[config.mk]
export PLATFORM = sky130hd
export DESIGN_NAME = sbm_menu
export DESIGN_NICKNAME = d
export VERILOG_FILES = /design/src/sbm_pkg.sv /design/src/sbm_menu.sv /design/src/sbm_timer.sv
export SDC_FILE = /design/constraint.sdc
export NUM_CORES = 1
export LEC_CHECK = 0
export ABC_AREA = 1
export BUFFER_PORTS_ARGS = -buffer_cell sky130_fd_sc_hd__buf_2
export CAP_MARGIN = 20
export CORE_MARGIN = 1.5
export CORE_UTILIZATION = 63
export CTS_BUF_LIST = sky130_fd_sc_hd__clkbuf_16
export CTS_CLUSTER_DIAMETER = 50
export DETAILED_ROUTE_END_ITERATION = 6
export PLACE_DENSITY = 0.82
export SYNTH_ARGS = -nofsm -noshare
export SYNTH_HDL_FRONTEND = slang
export SYNTH_SLANG_ARGS = --single-unit
[constraint.sdc]
create_clock -name clk_in -period 2 [get_ports clk_in]
set_input_delay 0 -clock clk_in [delete_from_list [all_inputs] [get_ports clk_in]]
set_output_delay 0 -clock clk_in [all_outputs]
set_load 0.1 [all_outputs]
[src/sbm_pkg.sv]
// Purpose: Shared constants and types for the single button setup menu
// Assumes: 200 MHz clock, all inputs synchronous to it
// Notes:   Times are kept in milliseconds, cycle counts derive from them
package sbm_pkg;

   // ****************************************************
   // Clock and times
   // ****************************************************
   localparam longint CLK_HZ        = 64'd200_000_000;     // Core clock rate
   localparam longint MS_CYC        = CLK_HZ / 64'd1000;   // Cycles per millisecond
   localparam longint STARTUP_MS    = 64'd1000;            // All-LED blink at startup
   localparam longint STEP_MS       = 64'd1000;            // Indicator step while held
   localparam longint BLINK_MS      = 64'd250;             // Half period of blinking
   localparam longint CANCEL_MS     = 64'd200;             // Delay before cancel acts
   localparam longint SETUP_TO_MS   = 64'd5000;            // Setup give-up time
   localparam longint LEARN_TO_MS   = 64'd180000;          // Learn give-up time
   localparam longint SHORT_BEEP_MS = 64'd100;             // Short high beep
   localparam longint BEEP_GAP_MS   = 64'd100;             // Silence between beeps
   localparam longint LONG_BEEP_MS  = 64'd1000;            // Long low beep

   localparam longint STARTUP_CYC    = STARTUP_MS * MS_CYC;
   localparam longint STEP_CYC       = STEP_MS * MS_CYC;
   localparam longint BLINK_CYC      = BLINK_MS * MS_CYC;
   localparam longint CANCEL_CYC     = CANCEL_MS * MS_CYC;
   localparam longint SETUP_TO_CYC   = SETUP_TO_MS * MS_CYC;
   localparam longint LEARN_TO_CYC   = LEARN_TO_MS * MS_CYC;
   localparam longint SHORT_BEEP_CYC = SHORT_BEEP_MS * MS_CYC;
   localparam longint BEEP_GAP_CYC   = BEEP_GAP_MS * MS_CYC;
   localparam longint LONG_BEEP_CYC  = LONG_BEEP_MS * MS_CYC;

   // ****************************************************
   // Widths and counts
   // ****************************************************
   localparam int         TMR_W       = 36;     // Holds three minutes of cycles
   localparam int         BLINK_W     = 26;     // Holds one blink half period
   localparam logic [1:0] BEEPS_GOOD  = 2'h3;   // Beeps on success
   localparam logic [1:0] BEEPS_FAIL  = 2'h1;   // Beeps on timeout

   // ****************************************************
   // Enumerations
   // ****************************************************
   typedef enum logic [6:0] {
      S_BOOT   = 7'h01,
      S_IDLE   = 7'h02,
      S_HOLD   = 7'h04,
      S_AIM    = 7'h08,
      S_SETUP  = 7'h10,
      S_LEARN  = 7'h20,
      S_CANCEL = 7'h40
   } sbm_state_type;

   typedef enum logic [1:0] {
      SEL_NONE  = 2'h0,
      SEL_AIM   = 2'h1,
      SEL_SETUP = 2'h2,
      SEL_LEARN = 2'h3
   } sbm_sel_type;

   // Symbology class reported by the decoder
   typedef enum logic [2:0] {
      SYM_GENERIC  = 3'h0,
      SYM_POSTAL   = 3'h1,
      SYM_PHARMA   = 3'h2,
      SYM_MSI      = 3'h3,
      SYM_STD_2OF5 = 3'h4,
      SYM_MAT_2OF5 = 3'h5,
      SYM_LINEAR   = 3'h6,
      SYM_MATRIX   = 3'h7
   } sbm_sym_type;

   // ****************************************************
   // Carriers and state records
   // ****************************************************
   typedef struct packed {
      logic aim;
      logic setup;
      logic learn;
   } sbm_led_type;

   typedef struct packed {
      logic on;       // Beeper sounding
      logic high;     // High pitch when set, low otherwise
   } sbm_beep_type;

   typedef struct packed {
      logic [TMR_W-1:0] cnt;
      logic             expired;
   } sbm_tmr_type;

   typedef struct packed {
      sbm_state_type      state;
      sbm_sel_type        sel;
      logic               booted;
      logic               btn_prev;
      logic               trig_prev;
      logic [BLINK_W-1:0] blink_cnt;
      logic               blink_ph;
      logic [1:0]         beep_left;
      sbm_beep_type       beep;
      sbm_led_type        leds;
      logic               laser;
      logic               spot;
      logic               store_setup;
      logic               store_learn;
      sbm_sym_type        learned;
      logic               read_start;
      logic               setup_run;
      logic               learn_run;
   } sbm_main_type;

endpackage

[src/sbm_menu.sv]
// Purpose: Single push-button menu: aim, setup and learn functions
// Assumes: Button and trigger inputs are clean and synchronous
// Notes:   Image engine reports setup and learn success by pulses
`timescale 1ns/1ps

// Contract
// - Blink all LEDs one second at startup
// - Release on aim LED: aim, laser on
// - Press during aim ends it, laser off
// - Release on setup LED: setup, LED blinks
// - Setup success: store, stop blink, three beeps
// - Setup five second timeout: long low beep
// - Release on learn LED: learn, LED blinks
// - Learn success: store, spot on, three beeps
// - Learn three minute timeout: long low beep
// - Only one learned code, new replaces old
// - Press cancels any function after delay
// - Learn rejects postal, pharma, MSI, 2of5 codes
// - Triggered modes start reading on trigger
module sbm_menu #(
   parameter logic [sbm_pkg::TMR_W-1:0]   STARTUP_CYC    = sbm_pkg::TMR_W'(sbm_pkg::STARTUP_CYC),
   parameter logic [sbm_pkg::TMR_W-1:0]   STEP_CYC       = sbm_pkg::TMR_W'(sbm_pkg::STEP_CYC),
   parameter logic [sbm_pkg::BLINK_W-1:0] BLINK_CYC      = sbm_pkg::BLINK_W'(sbm_pkg::BLINK_CYC),
   parameter logic [sbm_pkg::TMR_W-1:0]   CANCEL_CYC     = sbm_pkg::TMR_W'(sbm_pkg::CANCEL_CYC),
   parameter logic [sbm_pkg::TMR_W-1:0]   SETUP_TO_CYC   = sbm_pkg::TMR_W'(sbm_pkg::SETUP_TO_CYC),
   parameter logic [sbm_pkg::TMR_W-1:0]   LEARN_TO_CYC   = sbm_pkg::TMR_W'(sbm_pkg::LEARN_TO_CYC),
   parameter logic [sbm_pkg::TMR_W-1:0]   SHORT_BEEP_CYC = sbm_pkg::TMR_W'(sbm_pkg::SHORT_BEEP_CYC),
   parameter logic [sbm_pkg::TMR_W-1:0]   BEEP_GAP_CYC   = sbm_pkg::TMR_W'(sbm_pkg::BEEP_GAP_CYC),
   parameter logic [sbm_pkg::TMR_W-1:0]   LONG_BEEP_CYC  = sbm_pkg::TMR_W'(sbm_pkg::LONG_BEEP_CYC)
) (
   input  wire logic                  clk_in,
   input  wire logic                  rst_in,
   input  wire logic                  button_in,
   input  wire logic                  trigger_input_a,
   input  wire logic                  trigger_input_b,
   input  wire logic                  mode_triggered_in,
   input  wire logic                  setup_ok_in,
   input  wire logic                  learn_ok_in,
   input  wire sbm_pkg::sbm_sym_type  learn_sym_in,
   output sbm_pkg::sbm_led_type       leds_out,
   output logic                       laser_out,
   output logic                       good_spot_out,
   output sbm_pkg::sbm_beep_type      beep_out,
   output logic                       setup_run_out,
   output logic                       learn_run_out,
   output logic                       store_setup_out,
   output logic                       store_learn_out,
   output sbm_pkg::sbm_sym_type       learned_code_out,
   output logic                       read_start_out
);

   // ****************************************************
   // Declarations
   // ****************************************************
   sbm_pkg::sbm_main_type       st_reg;      // Whole block state
   sbm_pkg::sbm_main_type       st_next;     // Next state
   logic                        m_start;     // Load main timer
   logic [sbm_pkg::TMR_W-1:0]   m_val;       // Main timer load value
   logic                        m_exp;       // Main timer expired
   logic                        b_start;     // Load beep timer
   logic [sbm_pkg::TMR_W-1:0]   b_val;       // Beep timer load value
   logic                        b_exp;       // Beep timer expired
   logic                        press;       // Button went down
   logic                        trig;        // Trigger pair level
   logic                        excluded;    // Learned class not allowed
   logic                        beep_req;    // Start a beep pattern
   logic                        beep_hi;     // Pattern pitch
   logic [1:0]                  beep_n;      // Pattern beep count

   // ****************************************************
   // Timers
   // ****************************************************
   sbm_timer u_main_tmr (
      .clk_in      (clk_in),
      .rst_in      (rst_in),
      .start_in    (m_start),
      .value_in    (m_val),
      .expired_out (m_exp)
   );

   sbm_timer u_beep_tmr (
      .clk_in      (clk_in),
      .rst_in      (rst_in),
      .start_in    (b_start),
      .value_in    (b_val),
      .expired_out (b_exp)
   );

   // ****************************************************
   // Menu sequencing
   // ****************************************************
   always_comb begin
      st_next = st_reg;
      m_start = 1'b0;
      m_val = '0;
      b_start = 1'b0;
      b_val = '0;
      beep_req = 1'b0;
      beep_hi = 1'b0;
      beep_n = 2'h0;
      press = button_in & ~st_reg.btn_prev;
      // Pair is polarity insensitive, either sense triggers
      trig = trigger_input_a ^ trigger_input_b;
      excluded = (learn_sym_in == sbm_pkg::SYM_POSTAL) || (learn_sym_in == sbm_pkg::SYM_PHARMA)
         || (learn_sym_in == sbm_pkg::SYM_MSI) || (learn_sym_in == sbm_pkg::SYM_STD_2OF5)
         || (learn_sym_in == sbm_pkg::SYM_MAT_2OF5);
      st_next.btn_prev = button_in;
      st_next.trig_prev = trig;
      st_next.store_setup = 1'b0;
      st_next.store_learn = 1'b0;
      st_next.read_start = 1'b0;
      // Free running blink phase
      if (st_reg.blink_cnt >= BLINK_CYC - sbm_pkg::BLINK_W'(1)) begin
         st_next.blink_cnt = '0;
         st_next.blink_ph = ~st_reg.blink_ph;
      end else begin
         st_next.blink_cnt = st_reg.blink_cnt + sbm_pkg::BLINK_W'(1);
      end
      case (st_reg.state)
         sbm_pkg::S_BOOT: begin
            // Arm the startup blink once, leave when it runs out
            if (!st_reg.booted) begin
               st_next.booted = 1'b1;
               m_start = 1'b1;
               m_val = STARTUP_CYC;
            end else if (m_exp) begin
               st_next.state = sbm_pkg::S_IDLE;
            end
         end
         sbm_pkg::S_IDLE: begin
            if (press) begin
               st_next.state = sbm_pkg::S_HOLD;
               st_next.sel = sbm_pkg::SEL_NONE;
               m_start = 1'b1;
               m_val = STEP_CYC;
            end else if (mode_triggered_in && trig && !st_reg.trig_prev) begin
               st_next.read_start = 1'b1;
            end
         end
         sbm_pkg::S_HOLD: begin
            if (!button_in) begin
               // Release picks the indicator lit now
               case (st_reg.sel)
                  sbm_pkg::SEL_AIM: begin
                     st_next.state = sbm_pkg::S_AIM;
                     st_next.laser = 1'b1;
                  end
                  sbm_pkg::SEL_SETUP: begin
                     st_next.state = sbm_pkg::S_SETUP;
                     m_start = 1'b1;
                     m_val = SETUP_TO_CYC;
                  end
                  sbm_pkg::SEL_LEARN: begin
                     st_next.state = sbm_pkg::S_LEARN;
                     st_next.spot = 1'b0;
                     m_start = 1'b1;
                     m_val = LEARN_TO_CYC;
                  end
                  default: begin
                     st_next.state = sbm_pkg::S_IDLE;
                  end
               endcase
            end else if (m_exp) begin
               // Step to the next indicator, wrap after learn
               st_next.sel = (st_reg.sel == sbm_pkg::SEL_LEARN) ? sbm_pkg::SEL_AIM :
                  sbm_pkg::sbm_sel_type'(st_reg.sel + 2'h1);
               m_start = 1'b1;
               m_val = STEP_CYC;
            end
         end
         sbm_pkg::S_AIM, sbm_pkg::S_SETUP, sbm_pkg::S_LEARN: begin
            if (press) begin
               // One press cancels whatever runs
               st_next.state = sbm_pkg::S_CANCEL;
               m_start = 1'b1;
               m_val = CANCEL_CYC;
            end else if (st_reg.state == sbm_pkg::S_SETUP && setup_ok_in) begin
               st_next.state = sbm_pkg::S_IDLE;
               st_next.store_setup = 1'b1;
               beep_req = 1'b1;
               beep_hi = 1'b1;
               beep_n = sbm_pkg::BEEPS_GOOD;
            end else if (st_reg.state == sbm_pkg::S_LEARN && learn_ok_in && !excluded) begin
               st_next.state = sbm_pkg::S_IDLE;
               st_next.store_learn = 1'b1;
               st_next.learned = learn_sym_in;
               st_next.spot = 1'b1;
               beep_req = 1'b1;
               beep_hi = 1'b1;
               beep_n = sbm_pkg::BEEPS_GOOD;
            end else if (st_reg.state != sbm_pkg::S_AIM && m_exp) begin
               // Give up without storing
               st_next.state = sbm_pkg::S_IDLE;
               beep_req = 1'b1;
               beep_n = sbm_pkg::BEEPS_FAIL;
            end
         end
         sbm_pkg::S_CANCEL: begin
            if (m_exp) begin
               st_next.state = sbm_pkg::S_IDLE;
               st_next.laser = 1'b0;
            end
         end
         default: begin
            st_next.state = sbm_pkg::S_BOOT;
         end
      endcase
      st_next.setup_run = (st_next.state == sbm_pkg::S_SETUP);
      st_next.learn_run = (st_next.state == sbm_pkg::S_LEARN);
      // Beep pattern sequencer
      if (beep_req) begin
         st_next.beep_left = beep_n;
         st_next.beep.on = 1'b1;
         st_next.beep.high = beep_hi;
         b_start = 1'b1;
         b_val = beep_hi ? SHORT_BEEP_CYC : LONG_BEEP_CYC;
      end else if (b_exp) begin
         if (st_reg.beep.on) begin
            st_next.beep.on = 1'b0;
            st_next.beep_left = st_reg.beep_left - 2'h1;
            if (st_reg.beep_left > 2'h1) begin
               b_start = 1'b1;
               b_val = BEEP_GAP_CYC;
            end
         end else if (st_reg.beep_left != 2'h0) begin
            st_next.beep.on = 1'b1;
            b_start = 1'b1;
            b_val = SHORT_BEEP_CYC;
         end
      end
      // Indicators follow the coming state
      st_next.leds = '0;
      case (st_next.state)
         sbm_pkg::S_BOOT: begin
            st_next.leds = {3{st_next.blink_ph}};
         end
         sbm_pkg::S_HOLD: begin
            st_next.leds.aim = (st_next.sel == sbm_pkg::SEL_AIM);
            st_next.leds.setup = (st_next.sel == sbm_pkg::SEL_SETUP);
            st_next.leds.learn = (st_next.sel == sbm_pkg::SEL_LEARN);
         end
         sbm_pkg::S_AIM: begin
            st_next.leds.aim = 1'b1;
         end
         sbm_pkg::S_SETUP: begin
            st_next.leds.setup = st_next.blink_ph;
         end
         sbm_pkg::S_LEARN: begin
            st_next.leds.learn = st_next.blink_ph;
         end
         default: begin
            st_next.leds = '0;
         end
      endcase
   end

   // Register the record
   always_ff @(posedge clk_in) begin
      if (rst_in) begin
         st_reg <= '{state: sbm_pkg::S_BOOT, sel: sbm_pkg::SEL_NONE,
                     learned: sbm_pkg::SYM_GENERIC, default: '0};
      end else begin
         st_reg <= st_next;
      end
   end

   // ****************************************************
   // Outputs
   // ****************************************************
   assign leds_out         = st_reg.leds;
   assign laser_out        = st_reg.laser;
   assign good_spot_out    = st_reg.spot;
   assign beep_out         = st_reg.beep;
   assign setup_run_out    = st_reg.setup_run;
   assign learn_run_out    = st_reg.learn_run;
   assign store_setup_out  = st_reg.store_setup;
   assign store_learn_out  = st_reg.store_learn;
   assign learned_code_out = st_reg.learned;
   assign read_start_out   = st_reg.read_start;

   // ****************************************************
   // Assertions
   // ****************************************************
   a_boot_leds_equal: assert property (@(posedge clk_in) disable iff (rst_in)
      st_reg.state == sbm_pkg::S_BOOT |-> (leds_out == '0 || leds_out == '1))
      else $error("startup LEDs not blinking together");

   a_aim_laser_on: assert property (@(posedge clk_in) disable iff (rst_in)
      (st_reg.state == sbm_pkg::S_HOLD && !button_in && st_reg.sel == sbm_pkg::SEL_AIM)
      |=> laser_out && leds_out.aim)
      else $error("aim release did not light laser");

   a_aim_press_end: assert property (@(posedge clk_in) disable iff (rst_in)
      (st_reg.state == sbm_pkg::S_AIM && press) |=> st_reg.state == sbm_pkg::S_CANCEL
      ##[1:300] !laser_out)
      else $error("aim press did not end aim");

   a_setup_success: assert property (@(posedge clk_in) disable iff (rst_in)
      (st_reg.state == sbm_pkg::S_SETUP && !press && setup_ok_in)
      |=> store_setup_out && beep_out.high && st_reg.beep_left == 2'h3 && !leds_out.setup)
      else $error("setup success not reported");

   a_setup_timeout: assert property (@(posedge clk_in) disable iff (rst_in)
      (st_reg.state == sbm_pkg::S_SETUP && !press && !setup_ok_in && m_exp)
      |=> !store_setup_out && beep_out.on && !beep_out.high && !setup_run_out)
      else $error("setup timeout not reported");

   a_learn_spot: assert property (@(posedge clk_in) disable iff (rst_in)
      store_learn_out |-> good_spot_out && beep_out.high && !learn_run_out)
      else $error("learn store without spot");

   a_learn_replace: assert property (@(posedge clk_in) disable iff (rst_in)
      store_learn_out |-> learned_code_out == $past(learn_sym_in))
      else $error("learned code not replaced");

   a_learn_exclude: assert property (@(posedge clk_in) disable iff (rst_in)
      (st_reg.state == sbm_pkg::S_LEARN && learn_ok_in && excluded) |=> !store_learn_out)
      else $error("excluded symbology was learned");

   a_trigger_read: assert property (@(posedge clk_in) disable iff (rst_in)
      (st_reg.state == sbm_pkg::S_IDLE && !press && mode_triggered_in && trig
       && !st_reg.trig_prev) |=> read_start_out)
      else $error("trigger did not start reading");

   a_cancel_idle: assert property (@(posedge clk_in) disable iff (rst_in)
      $rose(st_reg.state == sbm_pkg::S_CANCEL) |-> !store_setup_out && !store_learn_out)
      else $error("cancel stored parameters");

endmodule // sbm_menu

[src/sbm_timer.sv]
// Purpose: One-shot down counter giving a single expiry pulse
// Assumes: start_in reloads at any time and wins over counting
// Notes:   A cleared counter stays silent until loaded again
`timescale 1ns/1ps

module sbm_timer (
   input  wire logic                     clk_in,
   input  wire logic                     rst_in,
   input  wire logic                     start_in,
   input  wire logic [sbm_pkg::TMR_W-1:0] value_in,
   output logic                          expired_out
);

   sbm_pkg::sbm_tmr_type tmr_reg;    // Count and expiry flag
   sbm_pkg::sbm_tmr_type tmr_next;   // Next value

   // ****************************************************
   // Count down, pulse on the last step
   // ****************************************************
   always_comb begin
      tmr_next = tmr_reg;
      tmr_next.expired = 1'b0;
      if (start_in) begin
         tmr_next.cnt = value_in;
      end else if (tmr_reg.cnt != '0) begin
         tmr_next.cnt = tmr_reg.cnt - sbm_pkg::TMR_W'(1);
         tmr_next.expired = (tmr_reg.cnt == sbm_pkg::TMR_W'(1));
      end
   end

   // Register the record
   always_ff @(posedge clk_in) begin
      if (rst_in) begin
         tmr_reg <= '0;
      end else begin
         tmr_reg <= tmr_next;
      end
   end

   assign expired_out = tmr_reg.expired;

endmodule // sbm_timer

Word level (Yosys, flattened, before mapping)
Index checks and enable logic that the tools add are counted.
- register bits after elaboration: 130
- input bits: 11
- add/sub/neg operators: 5
- order comparisons: 2
- equal/unequal tests: 33
- mux-type cells: 77
- bitwise operators: 10
- reduce and logical (&&, ||, !) cells: 36
- operators by type and width (cell ; count):
    two-way mux 36 bit ; 6
    one-hot mux 36 bit (4 select lines) ; 1
    two-way mux 28 bit ; 4
    two-way mux 37 bit ; 2
    equality test 36 x 1 -> 1 bit, second input constant ; 2
    one-hot mux 36 bit (2 select lines) ; 1
    nonzero test 36 bit ; 2
    subtractor 36 x 1 -> 36 bit, second input constant ; 2
    two-way mux 25 bit ; 2
    two-way mux 7 bit ; 7
    one-hot mux 7 bit (5 select lines) ; 1
    two-way mux 1 bit ; 29
    adder 26 x 1 -> 26 bit, second input constant ; 1
    >= comparator 26 bit, second input constant ; 1
    two-way mux 26 bit ; 1
    two-way mux 2 bit ; 9
    one-hot mux 6 bit (3 select lines) ; 1
    OR reduction 3 bit ; 5
    equality test 7 x 1 -> 1 bit, second input constant ; 2
    equality test 7 x 3 -> 1 bit, second input constant ; 2
    equality test 7 x 4 -> 1 bit, second input constant ; 2
    equality test 7 x 5 -> 1 bit, second input constant ; 2
    equality test 7 x 6 -> 1 bit, second input constant ; 2
    nonzero test 2 bit ; 7
    31 further kinds ; 69

Logic depth before layout (Yosys ltp)
- depth in word-level cells: 14
- mapped depth: 14
- mapped depth without buffers: 14

Hierarchy
Synthesis repeated with hierarchy kept, for this count alone.
- cell total of the unflattened synthesis: 1303
- area total of the unflattened synthesis: 8449.4 um^2
- modules (own cells, without submodules) (module ; instances ; cells each ; area each (um^2)):
    sbm_timer ; 2 ; 409 ; 2556.2
    sbm_menu ; 1 ; 485 ; 3337.0

Worst setup path after synthesis
OpenSTA, ideal clock, no wires.
- path kind: register -> register
- start point: register st_reg[18] (netlist bit)
- end point: register st_reg[42] (netlist bit)
- arrival: 1690 ps
- required time: 1919 ps
- slack: 229 ps
- cell stages (with the launch flop): 11
- buffers on the path: 0
- period minus slack after synthesis: 1771 ps
- path through: dfxtp_1 ha_1 nand3_1 nor3_2 nand3_1 nor2_1 nand2_1 nor2_1 nand4_1 nand2_1 nor3b_1
- word-level cells in the longest chain between the ends: 2
- ends and longest elaborated chain (item ; line ; source):
    start, declared ; sbm_menu.sv:55 ; sbm_pkg::sbm_main_type st_reg;
    start signal, assigned ; sbm_menu.sv:260 ; st_reg <= '{state: sbm_pkg::S_BOOT, sel: sbm_pkg::SEL_NONE,
    start signal, assigned ; sbm_menu.sv:263 ; st_reg <= st_next;
    >= comparator 26 bit ; sbm_menu.sv:113 ; if (st_reg.blink_cnt >= BLINK_CYC - sbm_pkg::BLINK_W'(1)) begin
    OR reduction 2 bit (no line) ; - ;
Parallel ways exist; a longest one is shown, timed or not.
A chain may end at the register's enable or synchronous reset.

Worst setup path after layout
- start point: register st_reg[53] (netlist bit)
- end point: register u_beep_tmr.tmr_reg[14] (netlist bit)
- word-level cells in the longest chain between the ends: 10
- ends and longest elaborated chain (item ; line ; source):
    equality test 7 x 6 -> 1 bit ; sbm_menu.sv:119, sbm_menu.sv:183 ;
    logical AND 1 bit (2 in a row) ; sbm_menu.sv:183 ; end else if (st_reg.state == sbm_pkg::S_LEARN && learn_ok_in && !excluded) begin
    two-way mux 1 bit ; sbm_menu.sv:183 ;
    two-way mux 1 bit ; sbm_menu.sv:177 ; end else if (st_reg.state == sbm_pkg::S_SETUP && setup_ok_in) begin
    two-way mux 1 bit ; sbm_menu.sv:172 ; if (press) begin
    two-way mux 1 bit ; sbm_menu.sv:119 ; case (st_reg.state)
    two-way mux 28 bit ; sbm_menu.sv:216 ; b_val = beep_hi ? SHORT_BEEP_CYC : LONG_BEEP_CYC;
    two-way mux 36 bit ; sbm_menu.sv:211 ; if (beep_req) begin
    two-way mux 36 bit ; sbm_timer.sv:23 ; if (start_in) begin
    end signal, assigned ; sbm_timer.sv:36 ; tmr_reg <= tmr_next;
    end, declared ; sbm_timer.sv:14 ; sbm_pkg::sbm_tmr_type tmr_reg;
Parallel ways exist; a longest one is shown, timed or not.

==> metrics.txt <==
# TYPE chip_impl_metric gauge
chip_impl_info{name="status",value="finished clean"} 1
chip_impl_info{name="capture_point_of_the_worst_reg_to_reg_path",value="u_beep_tmr.tmr_reg[14]"} 1
chip_impl_metric{name="boundaryPins",unit=""} 26
chip_impl_metric{name="pwr-share-seq",unit=""} 0.333
chip_impl_metric{name="p_int",unit="mW"} 6.113
chip_impl_metric{name="via_count_of_the_first_global_routing_pass",unit=""} 6747
chip_impl_metric{name="row_count",unit=""} 39
chip_impl_metric{name="slack_of_the_critical_path",unit="ns"} 0.06412
chip_impl_metric{name="multi_input_area",unit="µm²"} 4328
chip_impl_info{name="cts_tree",value="done"} 1
chip_impl_metric{name="cap_viol_max_count",unit=""} 0
chip_impl_metric{name="place_ws",unit="ns"} -0.02512
chip_impl_metric{name="r2r.worst_path.cells",unit=""} 14
chip_impl_metric{name="die_h",unit="µm"} 111.5
chip_impl_metric{name="timing.critical_path.arrival",unit="ns"} 2.22
chip_impl_metric{name="critical_path_peak_fanout",unit=""} 7
chip_impl_metric{name="synth.yosys.seq_area_share",unit=""} 0.3512
chip_impl_metric{name="number_of_antenna_violations_at_the_first_check_in_global_routing",unit=""} 0
chip_impl_metric{name="post_route_cells_drive_above_1_share",unit=""} 0.1890
chip_impl_metric{name="drv_slew",unit=""} 0
chip_impl_info{name="leading_cell_types_by_total_area_after_synthesis",value="sky130_fd_sc_hd__dfxtp_1 35%, sky130_fd_sc_hd__nor2_1 11%, sky130_fd_sc_hd__nand2_1 9.5%"} 1
chip_impl_info{name="worst_setup_path_end_kind",value="register"} 1
chip_impl_metric{name="max_slew_margin",unit=""} 0.6227
chip_impl_metric{name="clkTransAtPathRegs",unit="ns"} 0.06
chip_impl_metric{name="final_util",unit=""} 0.7726
chip_impl_metric{name="clock_skew",unit="ns"} 0.007736
chip_impl_metric{name="period_minus_slack",unit="ns"} 1.936
chip_impl_metric{name="floorplan.core_area",unit="µm²"} 11470
chip_impl_metric{name="io_buffer_count",unit=""} 25
chip_impl_metric{name="start_util",unit=""} 0.6463
chip_impl_metric{name="irDropWorstVdd",unit="V"} 0.001502
chip_impl_metric{name="num_antenna_cells",unit=""} 0
chip_impl_metric{name="htree_levels",unit=""} 4
chip_impl_info{name="critPathLaunch",value="st_reg[53]"} 1
chip_impl_metric{name="hold_ws",unit="ns"} 0.09297
chip_impl_metric{name="drc_marker_count_from_the_first_detailed_route_iteration",unit=""} 537
chip_impl_metric{name="pwr-share-comb",unit=""} 0.371
chip_impl_metric{name="synth_area_per_cell",unit="µm²"} 6.856
chip_impl_metric{name="dp_hpwl",unit="µm"} 12830
chip_impl_metric{name="design.die.area",unit="µm²"} 12420
chip_impl_metric{name="syn-num-nets",unit=""} 1107
chip_impl_metric{name="avgViaCountPerCell",unit=""} 5.546
chip_impl_info{name="setup.worst_path.class",value="register to register"} 1
chip_impl_metric{name="post-route-drc-count",unit=""} 0
chip_impl_metric{name="asyncSetResetFlopFracSynth",unit=""} 0
chip_impl_metric{name="power",unit="mW"} 9.939
chip_impl_metric{name="top_area_cell_type_share_of_the_netlist_area",unit=""} 0.3512
chip_impl_info{name="setup.worst_path.end",value="u_beep_tmr.tmr_reg[14]"} 1
chip_impl_metric{name="clkPwrFrac",unit=""} 0.296
chip_impl_metric{name="post_synth_num_cell_types",unit=""} 51
chip_impl_metric{name="combined_global_route_utilization_of_all_metal_layers",unit=""} 0.2973
chip_impl_metric{name="power.share.switching",unit=""} 0.3849
chip_impl_metric{name="post_synth_inst_count",unit=""} 1081
chip_impl_metric{name="synth_enable_flop_cells",unit=""} 0
chip_impl_metric{name="route.antenna.remaining_nets",unit=""} 0
chip_impl_info{name="crit_path_start_kind",value="register"} 1
chip_impl_metric{name="total_leakage_power",unit="nW"} 3.934
chip_impl_metric{name="tritoncts.num_buffers",unit=""} 17
chip_impl_metric{name="tightest_slew",unit="ns"} 0.5660
chip_impl_metric{name="clock_sink_count",unit=""} 130
chip_impl_metric{name="drt_pre_antenna_iters",unit=""} 5
chip_impl_metric{name="syn-cell-area",unit="µm²"} 7411
chip_impl_metric{name="seq_area",unit="µm²"} 2616
chip_impl_metric{name="grt.overflow.total",unit=""} 0
chip_impl_metric{name="die_width",unit="µm"} 111.5
chip_impl_metric{name="flow.area_growth_from_synthesis",unit="%"} 19.55
chip_impl_metric{name="dr_total_vias",unit=""} 7337
chip_impl_metric{name="clock.fmax",unit="MHz"} 516.6
chip_impl_metric{name="final-hold-violation-count",unit=""} 0
chip_impl_metric{name="reg2reg_setup_slack",unit="ns"} 0.06
chip_impl_metric{name="routed_wirelength",unit="µm"} 18690
chip_impl_metric{name="grt_max_degree",unit=""} 48
chip_impl_metric{name="final.fill_count",unit=""} 845
chip_impl_metric{name="netSwitchingPower",unit="mW"} 3.825
chip_impl_metric{name="clk_latency",unit="ns"} 0.43
chip_impl_info{name="unrepaired_setup_endpoints_after_global_routing",value="yes"} 1
chip_impl_metric{name="routabilityCongestion",unit=""} 0.9182
chip_impl_metric{name="period_share",unit=""} 0.9679
chip_impl_metric{name="avgRoutedWirePerCell",unit="µm"} 14.13
chip_impl_metric{name="wire_length_of_the_first_global_routing_pass",unit="µm"} 30490
chip_impl_metric{name="setup_viols_final",unit=""} 0
chip_impl_info{name="critical_path.reg2reg.startpoint",value="st_reg[53]"} 1
chip_impl_info{name="prevailing_post_synth_register_cell",value="sky130_fd_sc_hd__dfxtp_1"} 1
chip_impl_metric{name="largest_reg_flops",unit=""} 41
chip_impl_metric{name="yosys_warnings",unit=""} 0
chip_impl_metric{name="yosys_register_bits",unit=""} 130
chip_impl_metric{name="power-per-cell-area",unit="nW/µm²"} 1122
chip_impl_info{name="worstHoldPathType",value="input pin to register"} 1
chip_impl_metric{name="finish.net_count",unit=""} 1193
chip_impl_metric{name="critical_path_required",unit="ns"} 2.29
chip_impl_metric{name="clock_path_buffers",unit=""} 2
chip_impl_info{name="clock-root-buffer",value="sky130_fd_sc_hd__clkbuf_16"} 1
chip_impl_info{name="synthDominantAreaCellType",value="sky130_fd_sc_hd__dfxtp_1"} 1
[worst max-delay path, stage by stage (launching register included)]
cell and delay, ns:
sky130_fd_sc_hd__dfxtp_2 0.34, sky130_fd_sc_hd__inv_2 0.09, sky130_fd_sc_hd__nand2_2 0.08, sky130_fd_sc_hd__nor2_4 0.15, sky130_fd_sc_hd__nand2_4 0.10, sky130_fd_sc_hd__nand2_4 0.09
sky130_fd_sc_hd__nand3_4 0.09, sky130_fd_sc_hd__nand3_4 0.13, sky130_fd_sc_hd__inv_4 0.06, sky130_fd_sc_hd__a21oi_4 0.18, sky130_fd_sc_hd__nand2_1 0.14, sky130_fd_sc_hd__nand2_2 0.14
sky130_fd_sc_hd__inv_2 0.09, sky130_fd_sc_hd__nand2_1 0.06, sky130_fd_sc_hd__a21oi_1 0.05
[final cells by class]
class,instances,area share
multi-input combinational,797,0.4885
sequential,130,0.2953
timing repair buffer,92,0.07711
inverter,129,0.05550
clock buffer,17,0.04802
tap,143,0.02019
clock inverter,15,0.01539
[metrics by stage]
step                cell area (µm²)    TNS [ns]  cells
finish                         8860           0   1323
global route                   8860     -0.1937   1323
CTS                            8554  -0.0005156   1310
detailed placement             7876    -0.04719   1267
global placement               7876           0   1267
floorplan                      7411           0   1081
[power groups by stage]
stage / clock network (mW) / registers (mW) / logic (mW)
floorplan: 0 / 3.25 / 2.62
global placement: 0 / 3.33 / 3.37
detailed placement: 0 / 3.33 / 3.41
CTS: 2.96 / 3.28 / 3.49
global route: 3.08 / 3.35 / 4.07
finish: 2.94 / 3.31 / 3.69
[how the worst min path moves through the flow]
stage	startpoint	end	slack, ns	depth (start not counted)
4_1_cts	learn_ok_in	good_spot_out	0.08	7
6_report	learn_ok_in	good_spot_out	0.09	7
3_5_place_dp	mode_triggered_in	read_start_out	0.28	2
3_3_place_gp	mode_triggered_in	read_start_out	0.27	2
2_1_floorplan	mode_triggered_in	read_start_out	0.17	1
5_1_grt	learn_ok_in	good_spot_out	0.11	7
[per-layer routing]
| layer | track usage | vias to the layer above | wire (µm) |
|---|---|---|---|
| met5 | 0 | - | 0 |
| met1 | 0.3774 | 3339 | 8274 |
| li1 | - | 3674 | - |
| met2 | 0.4990 | 275 | 8822 |
| met4 | 0.1097 | 0 | 450 |
| met3 | 0.06424 | 49 | 1144 |
[logic make-up (layout without fill, tap and decap cells)]
logic type                 Yosys count  in the layout  synth area share
DFF                                130            130            0.3512
adders and majority gates           15             15           0.02533
xor gates and xnor gates            57             57           0.06736
and+or+nand+nor                    617            617            0.3824
AOI/OAI and AO/OA                  108            108           0.08425
buffers and inverters              154            253           0.08948
[placed cells by master (no fill, tap or decap), types with 5 or more instances in the layout]
| master | n |
|---|---|
| sky130_fd_sc_hd__a211oi_1 | 8 |
| sky130_fd_sc_hd__a21oi_1 | 57 |
| sky130_fd_sc_hd__buf_2 | 25 |
| sky130_fd_sc_hd__buf_4 | 54 |
| sky130_fd_sc_hd__clkbuf_16 | 17 |
| sky130_fd_sc_hd__clkinvlp_4 | 7 |
| sky130_fd_sc_hd__dfxtp_1 | 121 |
| sky130_fd_sc_hd__dfxtp_2 | 8 |
| sky130_fd_sc_hd__dlygate4sd3_1 | 9 |
| sky130_fd_sc_hd__ha_1 | 14 |
| sky130_fd_sc_hd__inv_1 | 115 |
| sky130_fd_sc_hd__inv_2 | 10 |
| sky130_fd_sc_hd__nand2_1 | 182 |
| sky130_fd_sc_hd__nand2_2 | 10 |
| sky130_fd_sc_hd__nand3_1 | 57 |
| sky130_fd_sc_hd__nand3_2 | 6 |
| sky130_fd_sc_hd__nand4_1 | 27 |
| sky130_fd_sc_hd__nor2_1 | 198 |
| sky130_fd_sc_hd__nor2_2 | 29 |
| sky130_fd_sc_hd__nor2_4 | 10 |
| sky130_fd_sc_hd__nor3_1 | 45 |
| sky130_fd_sc_hd__nor3_2 | 6 |
| sky130_fd_sc_hd__nor3b_1 | 6 |
| sky130_fd_sc_hd__nor4_1 | 10 |
| sky130_fd_sc_hd__o21a_1 | 5 |
| sky130_fd_sc_hd__o21ai_0 | 20 |
| sky130_fd_sc_hd__xnor2_1 | 24 |
| sky130_fd_sc_hd__xor2_1 | 33 |
[synth_stat cells, types with 4 or more instances]
library cell	instances
sky130_fd_sc_hd__nor2_1	220
sky130_fd_sc_hd__nand2_1	187
sky130_fd_sc_hd__dfxtp_1	130
sky130_fd_sc_hd__inv_1	119
sky130_fd_sc_hd__nand3_1	60
sky130_fd_sc_hd__a21oi_1	57
sky130_fd_sc_hd__nor3_1	47
sky130_fd_sc_hd__xor2_1	33
sky130_fd_sc_hd__nand4_1	27
sky130_fd_sc_hd__xnor2_1	24
sky130_fd_sc_hd__o21ai_0	20
sky130_fd_sc_hd__ha_1	15
sky130_fd_sc_hd__nor2_2	12
sky130_fd_sc_hd__nor4_1	12
sky130_fd_sc_hd__buf_4	10
sky130_fd_sc_hd__a211oi_1	8
sky130_fd_sc_hd__nand2_2	8
sky130_fd_sc_hd__nor3b_1	8
sky130_fd_sc_hd__inv_2	7
sky130_fd_sc_hd__clkbuf_1	6
sky130_fd_sc_hd__buf_6	5
sky130_fd_sc_hd__nand3_2	5
sky130_fd_sc_hd__nor2_4	5
sky130_fd_sc_hd__nor3_2	5
sky130_fd_sc_hd__o21a_1	5
sky130_fd_sc_hd__and3_1	4
sky130_fd_sc_hd__buf_2	4
sky130_fd_sc_hd__nand3b_1	4
sky130_fd_sc_hd__o21ai_1	4
sky130_fd_sc_hd__or2_2	4
[what timing repair did]
action,in CTS,in global routing
setup endpoints to repair,10,74
cloned,0,0
endpoints found under the hold margin,8,0
pin swaps,1,7
hold buffers,9,0
resized for setup,3,63
buffers inserted,2,13
Note: power is estimated with default switching activity, not from simulation.
